### src/lbad_window.sv
// local bus address decoder: shared constants, types and window compare
package lbad_pkg;
  // ****************************************************
  // bus codes
  // ****************************************************
  localparam logic [1:0] XT_IACK   = 2'h3;
  localparam logic [1:0] SZ_LONG   = 2'h0;
  localparam logic [1:0] SZ_BYTE   = 2'h1;
  localparam logic [1:0] SZ_WORD   = 2'h2;
  // ****************************************************
  // main map
  // ****************************************************
  localparam logic [31:0] EXT_TOP      = 32'hff7fffff;
  localparam logic [9:0]  FLASH_TAG    = 10'h3fe;      // ff800000, 4mb
  localparam logic [10:0] RSVD_TAG     = 11'h7fe;      // ffc00000, 2mb
  localparam logic [11:0] SRAM_TAG     = 12'hffe;      // ffe00000, 1mb
  localparam logic [11:0] LIO_TAG      = 12'hfff;      // fff00000
  localparam logic [15:0] A16_TAG      = 16'hffff;     // ffff0000, 64kb
  localparam logic [31:0] BOOT_ROM_EXTENT = 32'h00020000;
  localparam logic [31:0] REMAP_REG    = 32'hfff42000;
  localparam logic [31:0] REMAP_WORD   = 32'hfff42002;
  localparam int          REMAP_BIT    = 15;
  // ****************************************************
  // local io windows, first and last byte
  // ****************************************************
  localparam logic [31:0] LREGS_LO = 32'hfff40000;
  localparam logic [31:0] LREGS_HI = 32'hfff400ff;
  localparam logic [31:0] GREGS_LO = 32'hfff40100;
  localparam logic [31:0] GREGS_HI = 32'hfff401ff;
  localparam logic [31:0] VSBR_LO  = 32'hfff41000;
  localparam logic [31:0] VSBR_HI  = 32'hfff41fff;
  localparam logic [31:0] PCC_LO   = 32'hfff42000;
  localparam logic [31:0] PCC_HI   = 32'hfff42fff;
  localparam logic [31:0] ECC_LO   = 32'hfff43000;
  localparam logic [31:0] ECC_HI   = 32'hfff43fff;
  localparam logic [31:0] SER_LO   = 32'hfff45000;
  localparam logic [31:0] SER_HI   = 32'hfff451ff;
  localparam logic [31:0] PIT_LO   = 32'hfff45e00;
  localparam logic [31:0] PIT_HI   = 32'hfff45fff;
  localparam logic [31:0] LAN_LO   = 32'hfff46000;
  localparam logic [31:0] LAN_HI   = 32'hfff46fff;
  localparam logic [31:0] SCSI_LO  = 32'hfff47000;
  localparam logic [31:0] SCSI_HI  = 32'hfff47fff;
  localparam logic [31:0] RACK1_LO = 32'hfff70000;
  localparam logic [31:0] RACK1_HI = 32'hfff76fff;
  localparam logic [31:0] RACK2_LO = 32'hfff78000;
  localparam logic [31:0] RACK2_HI = 32'hfff7efff;
  localparam logic [31:0] ROM_LO   = 32'hfff80000;
  localparam logic [31:0] ROM_HI   = 32'hfff9ffff;
  localparam logic [31:0] BBR_LO   = 32'hfffc0000;
  localparam logic [31:0] BBR_HI   = 32'hfffcffff;
  // ****************************************************
  // vme short io space modifiers
  // ****************************************************
  localparam logic [5:0] AM_A16_USER = 6'h29;
  localparam logic [5:0] AM_A16_SUP  = 6'h2d;
  // ****************************************************
  // local bus timeout
  // ****************************************************
  localparam int TMO_8_US   = 8;
  localparam int TMO_64_US  = 64;
  localparam int TMO_256_US = 256;
  localparam int CLK_MHZ    = 125;
  localparam int TMO_8_CYC  = TMO_8_US * CLK_MHZ;
  localparam int TMO_W      = 16;
  typedef enum logic [1:0] {
    TSEL_8US  = 2'b00,
    TSEL_64US = 2'b01,
    TSEL_256US = 2'b10,
    TSEL_INF  = 2'b11
  } lbad_tsel_t;
  typedef enum logic [1:0] {
    PS_D32 = 2'b00,
    PS_D16 = 2'b01,
    PS_D8  = 2'b10,
    PS_DYN = 2'b11
  } lbad_ps_t;
  // ****************************************************
  // carriers
  // ****************************************************
  typedef struct packed {
    logic [31:0] addr;
    logic [1:0]  xtype;
    logic [1:0]  size;
    logic        write;
    logic [31:0] wdata;
  } lbad_req_t;
  typedef struct packed {
    logic        dram_en;
    logic [31:0] dram_top;
    logic        vme_en;
    logic [31:0] vme_lo;
    logic [31:0] vme_hi;
    logic        vsb_en;
    logic [31:0] vsb_lo;
    logic [31:0] vsb_hi;
    logic        vslv_en;
    logic [31:0] vslv_lo;
    logic [31:0] vslv_hi;
    logic [63:0] vslv_am_ok;
    logic        gregs_en;
    logic [7:0]  gregs_base;
    logic        bslv_en;
    logic [31:0] bslv_lo;
    logic [31:0] bslv_hi;
  } lbad_cfg_t;
  typedef struct packed {
    logic dram, vme, vsb, flash, sram, eprom, lregs, gregs, vsbr;
    logic pcc, ecc, ser, pit, lan, scsi, bbram, iack;
  } lbad_sel_t;
endpackage

`timescale 1ns/1ps
// ****************************************************
// inclusive address window compare
// ****************************************************
module lbad_window (
  input  wire logic [31:0] addr_i,
  input  wire logic [31:0] lo_i,
  input  wire logic [31:0] hi_i,
  input  wire logic        en_i,
  output logic             hit_o
);
  // hit when enabled and lo <= addr <= hi
  assign hit_o = en_i && (addr_i >= lo_i) && (addr_i <= hi_i);
endmodule

### src/lbad_decoder.sv
// local bus address decoder with cycle termination and inbound decoders
`timescale 1ns/1ps
module lbad_decoder #(
  parameter int unsigned TMO_64_CYC  = lbad_pkg::TMO_64_US * lbad_pkg::CLK_MHZ,
  parameter int unsigned TMO_256_CYC = lbad_pkg::TMO_256_US * lbad_pkg::CLK_MHZ
) (
  input  wire logic                clk_sys_i,
  input  wire logic                rst_i,
  input  wire logic                start_i,
  input  wire lbad_pkg::lbad_req_t req_i,
  input  wire logic                target_ack_i,
  input  wire logic                irq_pending_i,
  input  wire logic                timer_en_i,
  input  wire lbad_pkg::lbad_tsel_t tmo_sel_i,
  input  wire logic                cfg_load_i,
  input  wire lbad_pkg::lbad_cfg_t cfg_i,
  input  wire logic                vme_strobe_i,
  input  wire logic [31:0]         vme_addr_i,
  input  wire logic [5:0]          vme_am_i,
  input  wire logic                vsb_strobe_i,
  input  wire logic [31:0]         vsb_addr_i,
  output lbad_pkg::lbad_sel_t      sel_o,
  output lbad_pkg::lbad_ps_t       port_size_o,
  output logic                     ack_o,
  output logic                     transfer_error_ack_o,
  output logic                     boot_remap_bit_o,
  output logic                     vme_slave_sel_o,
  output logic                     vme_gregs_sel_o,
  output logic                     vsb_slave_sel_o
);
  // ****************************************************
  // types and state
  // ****************************************************
  typedef enum logic [1:0] {
    ST_IDLE  = 2'b00,
    ST_WAIT  = 2'b01,
    ST_NOACK = 2'b10
  } lbad_st_t;
  typedef enum logic [1:0] {
    K_NONE = 2'b00,
    K_TGT  = 2'b01,
    K_SELF = 2'b10,
    K_ERR  = 2'b11
  } lbad_kind_t;

  lbad_st_t                 st_reg, st_next;
  lbad_pkg::lbad_sel_t      sel_reg, sel_next, dec_sel;
  lbad_pkg::lbad_ps_t       ps_reg, ps_next, dec_ps;
  lbad_kind_t               dec_kind;
  logic                     ack_reg, ack_next;
  logic                     terr_reg, terr_next;
  logic                     remap_reg, remap_next;
  logic [lbad_pkg::TMO_W-1:0] cnt_reg, cnt_next;
  logic [lbad_pkg::TMO_W-1:0] tmo_lim;
  logic                     tmo_inf;
  lbad_pkg::lbad_cfg_t      cfg_reg, cfg_next;
  logic                     vslv_reg, vslv_next;
  logic                     gregs_reg, gregs_next;
  logic                     bslv_reg, bslv_next;
  logic                     hit_dram, hit_vme, hit_vsb, hit_vslv, hit_bslv;
  logic                     normal_xt, narrow_wr, remap_wr, ext_cycle;
  logic [31:0]              a;

  assign a = req_i.addr;

  // ****************************************************
  // programmable windows
  // ****************************************************
  // dram decoder from zero to just below its top bound
  lbad_window u_dram (
    .addr_i (a),
    .lo_i   (32'h00000000),
    .hi_i   (cfg_reg.dram_top - 32'h00000001),
    .en_i   (cfg_reg.dram_en && (cfg_reg.dram_top != 32'h00000000)),
    .hit_o  (hit_dram)
  );
  // local to vme and vsb master windows
  lbad_window u_vme (
    .addr_i (a),
    .lo_i   (cfg_reg.vme_lo),
    .hi_i   (cfg_reg.vme_hi),
    .en_i   (cfg_reg.vme_en),
    .hit_o  (hit_vme)
  );
  lbad_window u_vsb (
    .addr_i (a),
    .lo_i   (cfg_reg.vsb_lo),
    .hi_i   (cfg_reg.vsb_hi),
    .en_i   (cfg_reg.vsb_en),
    .hit_o  (hit_vsb)
  );
  // inbound vme slave and vsb slave windows
  lbad_window u_vslv (
    .addr_i (vme_addr_i),
    .lo_i   (cfg_reg.vslv_lo),
    .hi_i   (cfg_reg.vslv_hi),
    .en_i   (cfg_reg.vslv_en),
    .hit_o  (hit_vslv)
  );
  lbad_window u_bslv (
    .addr_i (vsb_addr_i),
    .lo_i   (cfg_reg.bslv_lo),
    .hi_i   (cfg_reg.bslv_hi),
    .en_i   (cfg_reg.bslv_en),
    .hit_o  (hit_bslv)
  );

  // ****************************************************
  // access decode
  // ****************************************************
  assign normal_xt = (req_i.xtype != lbad_pkg::XT_IACK);
  assign narrow_wr = req_i.write && (req_i.size != lbad_pkg::SZ_LONG);

  // pick one target, a self answer, an error or nothing
  always_comb begin
    dec_sel  = '0;
    dec_ps   = lbad_pkg::PS_D32;
    dec_kind = K_TGT;
    if (!normal_xt) begin
      dec_ps = lbad_pkg::PS_D8;
      if (irq_pending_i) begin
        dec_sel.iack = 1'b1;
      end else begin
        dec_kind = K_NONE;
      end
    end else if (remap_reg && a < lbad_pkg::BOOT_ROM_EXTENT) begin
      dec_sel.eprom = 1'b1;
    end else if (hit_dram) begin
      dec_sel.dram = 1'b1;
    end else if (a <= lbad_pkg::EXT_TOP) begin
      dec_ps = lbad_pkg::PS_DYN;
      if (hit_vme) begin
        dec_sel.vme = 1'b1;
      end else if (hit_vsb) begin
        dec_sel.vsb = 1'b1;
      end else begin
        dec_kind = K_NONE;
      end
    end else if (a[31:22] == lbad_pkg::FLASH_TAG) begin
      dec_sel.flash = 1'b1;
    end else if (a[31:21] == lbad_pkg::RSVD_TAG) begin
      dec_kind = K_NONE;
    end else if (a[31:20] == lbad_pkg::SRAM_TAG) begin
      dec_sel.sram = 1'b1;
    end else if (a[31:16] == lbad_pkg::A16_TAG) begin
      dec_ps = lbad_pkg::PS_DYN;
      if (cfg_reg.vme_en) begin
        dec_sel.vme = 1'b1;
      end else begin
        dec_kind = K_NONE;
      end
    end else begin
      // local io region, ports from 8 to 32 bits
      if (a >= lbad_pkg::LREGS_LO && a <= lbad_pkg::LREGS_HI) begin
        if (narrow_wr) begin
          dec_kind = K_ERR;
        end else begin
          dec_sel.lregs = 1'b1;
        end
      end else if (a >= lbad_pkg::GREGS_LO && a <= lbad_pkg::GREGS_HI) begin
        dec_sel.gregs = 1'b1;
        dec_ps       = lbad_pkg::PS_DYN;
      end else if (a >= lbad_pkg::VSBR_LO && a <= lbad_pkg::VSBR_HI) begin
        dec_sel.vsbr = 1'b1;
      end else if (a >= lbad_pkg::PCC_LO && a <= lbad_pkg::PCC_HI) begin
        dec_sel.pcc = 1'b1;
      end else if (a >= lbad_pkg::ECC_LO && a <= lbad_pkg::ECC_HI) begin
        dec_sel.ecc = 1'b1;
        dec_ps      = lbad_pkg::PS_D8;
      end else if (a >= lbad_pkg::SER_LO && a <= lbad_pkg::SER_HI) begin
        dec_sel.ser = 1'b1;
        dec_ps      = lbad_pkg::PS_D16;
      end else if (a >= lbad_pkg::PIT_LO && a <= lbad_pkg::PIT_HI) begin
        dec_sel.pit = 1'b1;
        dec_ps      = lbad_pkg::PS_D8;
      end else if (a >= lbad_pkg::LAN_LO && a <= lbad_pkg::LAN_HI) begin
        dec_sel.lan = 1'b1;
      end else if (a >= lbad_pkg::SCSI_LO && a <= lbad_pkg::SCSI_HI) begin
        dec_sel.scsi = 1'b1;
      end else if ((a >= lbad_pkg::RACK1_LO && a <= lbad_pkg::RACK1_HI) ||
                   (a >= lbad_pkg::RACK2_LO && a <= lbad_pkg::RACK2_HI)) begin
        dec_kind = K_SELF;
      end else if (a >= lbad_pkg::ROM_LO && a <= lbad_pkg::ROM_HI) begin
        dec_sel.eprom = 1'b1;
      end else if (a >= lbad_pkg::BBR_LO && a <= lbad_pkg::BBR_HI) begin
        dec_sel.bbram = 1'b1;
        dec_ps        = lbad_pkg::PS_DYN;
      end else begin
        dec_kind = K_NONE;
      end
    end
  end

  // ****************************************************
  // boot remap snoop and timeout limit
  // ****************************************************
  // a write carrying bit 15 of the remap register updates the copy
  // only a cycle that is really taken may change the copy
  assign remap_wr = start_i && st_reg == ST_IDLE && req_i.write && normal_xt &&
                    ((a == lbad_pkg::REMAP_REG && req_i.size == lbad_pkg::SZ_LONG) ||
                     (a == lbad_pkg::REMAP_WORD && req_i.size != lbad_pkg::SZ_LONG));
  assign ext_cycle = sel_reg.vme || sel_reg.vsb;

  // timeout length from the selected range
  always_comb begin
    tmo_inf = 1'b0;
    case (tmo_sel_i)
      lbad_pkg::TSEL_8US:   tmo_lim = lbad_pkg::TMO_W'(lbad_pkg::TMO_8_CYC);
      lbad_pkg::TSEL_64US:  tmo_lim = lbad_pkg::TMO_W'(TMO_64_CYC);
      lbad_pkg::TSEL_256US: tmo_lim = lbad_pkg::TMO_W'(TMO_256_CYC);
      default: begin
        tmo_lim = '1;
        tmo_inf = 1'b1;
      end
    endcase
  end

  // ****************************************************
  // cycle state machine
  // ****************************************************
  always_comb begin
    st_next    = st_reg;
    sel_next   = sel_reg;
    ps_next    = ps_reg;
    ack_next   = 1'b0;
    terr_next  = 1'b0;
    cnt_next   = cnt_reg;
    remap_next = remap_reg;
    if (remap_wr) begin
      remap_next = req_i.wdata[lbad_pkg::REMAP_BIT];
    end
    case (st_reg)
      ST_IDLE: begin
        cnt_next = '0;
        if (start_i) begin
          case (dec_kind)
            K_TGT: begin
              sel_next = dec_sel;
              ps_next  = dec_ps;
              st_next  = ST_WAIT;
            end
            K_SELF:  ack_next = 1'b1;
            K_ERR:   terr_next = 1'b1;
            default: st_next  = ST_NOACK;
          endcase
        end
      end
      ST_WAIT: begin
        if (target_ack_i) begin
          ack_next = 1'b1;
          sel_next = '0;
          st_next  = ST_IDLE;
        end else if (!ext_cycle && timer_en_i && !tmo_inf) begin
          cnt_next = cnt_reg + 1'b1;
          if (cnt_reg >= tmo_lim - 1'b1) begin
            terr_next = 1'b1;
            sel_next = '0;
            st_next  = ST_IDLE;
          end
        end
      end
      ST_NOACK: begin
        // never acknowledged; only the timer ends it
        if (timer_en_i && !tmo_inf) begin
          cnt_next = cnt_reg + 1'b1;
          if (cnt_reg >= tmo_lim - 1'b1) begin
            terr_next = 1'b1;
            st_next  = ST_IDLE;
          end
        end
      end
      default: begin
        st_next  = ST_IDLE;
        sel_next = '0;
      end
    endcase
  end

  always_ff @(posedge clk_sys_i or posedge rst_i) begin
    if (rst_i) begin
      st_reg    <= ST_IDLE;
      sel_reg   <= '0;
      ps_reg    <= lbad_pkg::PS_D32;
      ack_reg   <= 1'b0;
      terr_reg  <= 1'b0;
      cnt_reg   <= '0;
      remap_reg <= 1'b1;
    end else begin
      st_reg    <= st_next;
      sel_reg   <= sel_next;
      ps_reg    <= ps_next;
      ack_reg   <= ack_next;
      terr_reg  <= terr_next;
      cnt_reg   <= cnt_next;
      remap_reg <= remap_next;
    end
  end

  // ****************************************************
  // configuration and inbound decoders
  // ****************************************************
  always_comb begin
    cfg_next  = cfg_load_i ? cfg_i : cfg_reg;
    vslv_next = vme_strobe_i && hit_vslv && cfg_reg.vslv_am_ok[vme_am_i];
    gregs_next = vme_strobe_i && cfg_reg.gregs_en &&
                (vme_am_i == lbad_pkg::AM_A16_USER || vme_am_i == lbad_pkg::AM_A16_SUP) &&
                (vme_addr_i[15:8] == cfg_reg.gregs_base);
    bslv_next = vsb_strobe_i && hit_bslv;
  end

  always_ff @(posedge clk_sys_i or posedge rst_i) begin
    if (rst_i) begin
      cfg_reg  <= '0;
      vslv_reg <= 1'b0;
      gregs_reg <= 1'b0;
      bslv_reg <= 1'b0;
    end else begin
      cfg_reg  <= cfg_next;
      vslv_reg <= vslv_next;
      gregs_reg <= gregs_next;
      bslv_reg <= bslv_next;
    end
  end

  // ****************************************************
  // outputs
  // ****************************************************
  assign sel_o                = sel_reg;
  assign port_size_o          = ps_reg;
  assign ack_o                = ack_reg;
  assign transfer_error_ack_o = terr_reg;
  assign boot_remap_bit_o     = remap_reg;
  assign vme_slave_sel_o      = vslv_reg;
  assign vme_gregs_sel_o      = gregs_reg;
  assign vsb_slave_sel_o      = bslv_reg;
endmodule

### config.mk
export PLATFORM = sky130hd
export DESIGN_NAME = lbad_decoder
export DESIGN_NICKNAME = d
export VERILOG_FILES = /design/src/lbad_window.sv /design/src/lbad_decoder.sv
export SDC_FILE = /design/constraint.sdc
export NUM_CORES = 1
export LEC_CHECK = 0
export ABC_AREA = 1
export BUFFER_PORTS_ARGS = -buffer_cell sky130_fd_sc_hd__buf_4
export CORE_MARGIN = 1
export CORE_UTILIZATION = 60
export DETAILED_ROUTE_END_ITERATION = 16
export PLACE_DENSITY = 0.94
export SETUP_SLACK_MARGIN = 0.5
export SLEW_MARGIN = 20
export SYNTH_ARGS = -nofsm -noshare
export SYNTH_HDL_FRONTEND = slang
export SYNTH_HIERARCHICAL = 1
export SYNTH_SLANG_ARGS = --single-unit
### constraint.sdc
create_clock -name clk_sys_i -period 22.2 [get_ports clk_sys_i]
set_input_delay 2.22 -clock clk_sys_i [delete_from_list [all_inputs] [get_ports clk_sys_i]]
set_output_delay 2.22 -clock clk_sys_i [all_outputs]
set_load 0.005 [all_outputs]
==> impl_results.md <==
- Yosys top cell area share: 0.375
- Post-route ant nets: 0
- Leakage: approximately 18 nW
- Final #Nets: around 4500
- Clock Tree Buf Depth: 3
- Layout cells sized above 1: 0.261
- CP arrival: 5600 ps
- Syn Area/Cell: 8.72 µm²
- Ranking of synthesized cells by area: dfrtp_1 (37%), ha_1 (16%), mux2_2 (13%)
- Die H: between 200 and 250 µm
- Final setup fails: 0
- First-pass GRT wire length: 133 mm
- Post-synthesis xor/xnor area fraction: 0.00964
- Async SR Flop Fraction: 1.00
- Synth Area in Simple Gates: 0.165
- Worst Path Required: about 23000 ps
- Crit Path Max Fanout: approximately 130
- Slew margin rel.: 0.324
- Via Count: between 20000 and 25000
- GRT Total Usage: 0.368
- Fmax: 0.199 GHz
- RSZ-0062 raised after global routing: false
- Hold WC Path Type: flop to flop
- Synth area leader: dfrtp_1
- Syn-to-layout area delta: 22.2%
- Initial DRC count: about 2200
- Compound-Gate Fraction of Synth Area: 0.0769
- Largest net degree at the start of global routing: 132
- Worst-Skew Late Latency: 590 ps
- Worst-path clk slew: 60 ps
- Crit end category: asynchronous set/reset pin
- DPL Wire Length: slightly above 60 mm
- Core Util, Final: 0.748
- DIE WIDTH: roughly 220 µm
- DRT Wirelength: 86.0 mm
- Synth Instances: 3125
- CP startpoint kind: input pin
- Final worst path period share: 0.226
- Max FFs per register: approximately 370
- CTS tree: done
- Post_cts resized: 0
- Core area: roughly 45000 µm²
- Cell Area, Synth: 27300 µm²
- Count leader, synth: inv_1
- Setup TNS: 0 ps
- Number of antenna violations at the first check in global routing: 25
- DRC: 0
- H-Tree Depth: 2
- Synth Warn #: 6
- Final Wtd Congestion: between 0.9 and 1
- Main combinational cell family by area after synthesis: simple AND/OR/NAND/NOR gates
- # port buffers: about 510
- WL per Instance: about 20 µm
- Commonest cells post-synth: inv_1 (549), nand2_1 (545), dfrtp_1 (408), ha_1 (345), mux2_2 (312)
- Slew Limit Fails: 0
- DIE AREA: between 40000 and 50000 µm²
- CTS buffer count: between 40 and 50
- GRT overflow: 0
- CTS root buf: clkbuf_16
- Drt first pass iters: 5
- Number of synthesized flops with an enable pin: 0
- Yosys reg bits: just over 400
- Starting Density: 0.612
- Post-Synth Adder-Cell Area: 0.158
- Worst IR drop on VDD: 91.8 µV
- Unique masters post-synth: 54
- Main synth FF type: dfrtp_1
- Worst clock skew: between 20 and 30 ps
- Vias per inst: ~5.7
- Vias in the first global route: approximately 26000
- Fraction of synthesized area in multiplexers: 0.129
- Row count: 77
- Setup Buffers After CTS: 0
- Worst-Margin Slew: about 1000 ps
- Maximum Capacitance Violations: 0
- Register area share after synthesis: 0.376
- Status: complete, no violations
- Crit Path Class: input pin to asynchronous set/reset pin
- Final min period: about 5000 ps
- Hold Violations, Final: 0
- CTS sink cnt: around 400
- CTS Hold Buffers Added: 0
- Pwr per Cell Area: around 67 nW/µm²
- Io pins: ~540
## per-stage QoR
stage	total power [mW]	area [µm²]	hold slack [ps]	setup slack, ps	std cells
4_1_cts	2.21	33300	482	16980	4281
3_5_place_dp	1.42	31700	474	16390	4203
2_1_floorplan	1.22	27400	462	8600	3156
6_report	2.22	33300	484	17190	4297
5_1_grt	2.31	33300	503	16570	4294
3_3_place_gp	1.37	31700	456	16440	4203
## power by group
part	internal, mW	switching [mW]	total [mW]
sequential	0.821	0.0492	0.870
clock	0.458	0.325	0.783
combinational	0.243	0.322	0.565
total	1.52	0.696	2.22
## kinds of logic (layout without fill, tap and decap cells)
logic type                 after synthesis  count (layout)
DFF                                    409             409
other                                    1              48
AOI/OAI and AO/OA                      396             396
buffers and inverters                  614            1147
muxes                                  312             312
adders and majority gates              345             345
xor gates and xnor gates                30              30
and+or+nand+nor                       1018            1018
## final timing paths
check                              from           end  slack [ps]  cells after the start
setup / recovery                  rst_i  cfg_reg[319]       17190                      5
min in group asynchronous         rst_i  cfg_reg[173]        1780                      2
hold reg to reg               sel_o[12]     sel_o[12]         480                      2
hold / removal                sel_o[12]     sel_o[12]         480                      2
max in group clk_sys_i     cfg_reg[335]     st_reg[1]       17320                     27
setup reg to reg           cfg_reg[335]     st_reg[1]       17320                     27
## area by class of cell
| type | instances | area, µm² |
|---|---|---|
| clock inverter | 12 | 195 |
| sequential | 409 | 10200 |
| tap | 592 | 741 |
| multi-input combinational | 2133 | 14800 |
| timing repair buffer | 517 | 3890 |
| clock buffer | 66 | 1320 |
| fill | 2880 | 11200 |
| inverter | 552 | 2080 |
| antenna | 16 | 40.0 |
## metal layers
layer | up-vias | GRT usage | routed length [µm]
li1 | 11300 | - | -
met1 | 11500 | 0.387 | 29600
met2 | 1321 | 0.616 | 40800
met3 | 496 | 0.100 | 7970
met4 | 18 | 0.300 | 7570
met5 | - | 0.0135 | 112
## cells in the final DEF, fill, tap and decap left out, types with 3 or more instances in the layout
master | synthesis | final
ha_1 | 345 | 345
o22ai_1 | 7 | 7
a21oi_1 | 204 | 204
nor3_4 | 5 | 5
o21a_1 | 15 | 15
nand3_2 | 3 | 3
nor4_1 | 11 | 11
buf_4 | 2 | 516
bufinv_16 | 0 | 4
dfrtp_1 | 408 | 408
a211oi_1 | 3 | 3
diode_2 | 0 | 16
inv_1 | 549 | 548
or2_2 | 4 | 4
clkbuf_8 | 0 | 9
nor2_4 | 4 | 4
nand2_1 | 545 | 545
nand4_1 | 45 | 45
nor2_2 | 12 | 12
nor2_1 | 198 | 198
clkbuf_16 | 0 | 46
clkbuf_1 | 49 | 11
a21boi_0 | 4 | 4
clkinv_2 | 0 | 3
nor3_1 | 40 | 40
xor2_1 | 28 | 28
a21o_1 | 5 | 5
conb_1 | 1 | 32
o21ai_0 | 145 | 145
nand3_1 | 103 | 103
nor3_2 | 7 | 7
mux2_2 | 312 | 312
and2_1 | 6 | 6
nand2_2 | 23 | 23
## critical path, stage by stage
cell and delay, ps:
buf_4 130, inv_8 560, buf_4 840, buf_4 880, buf_4 790
(Power assumes the default switching activity.)
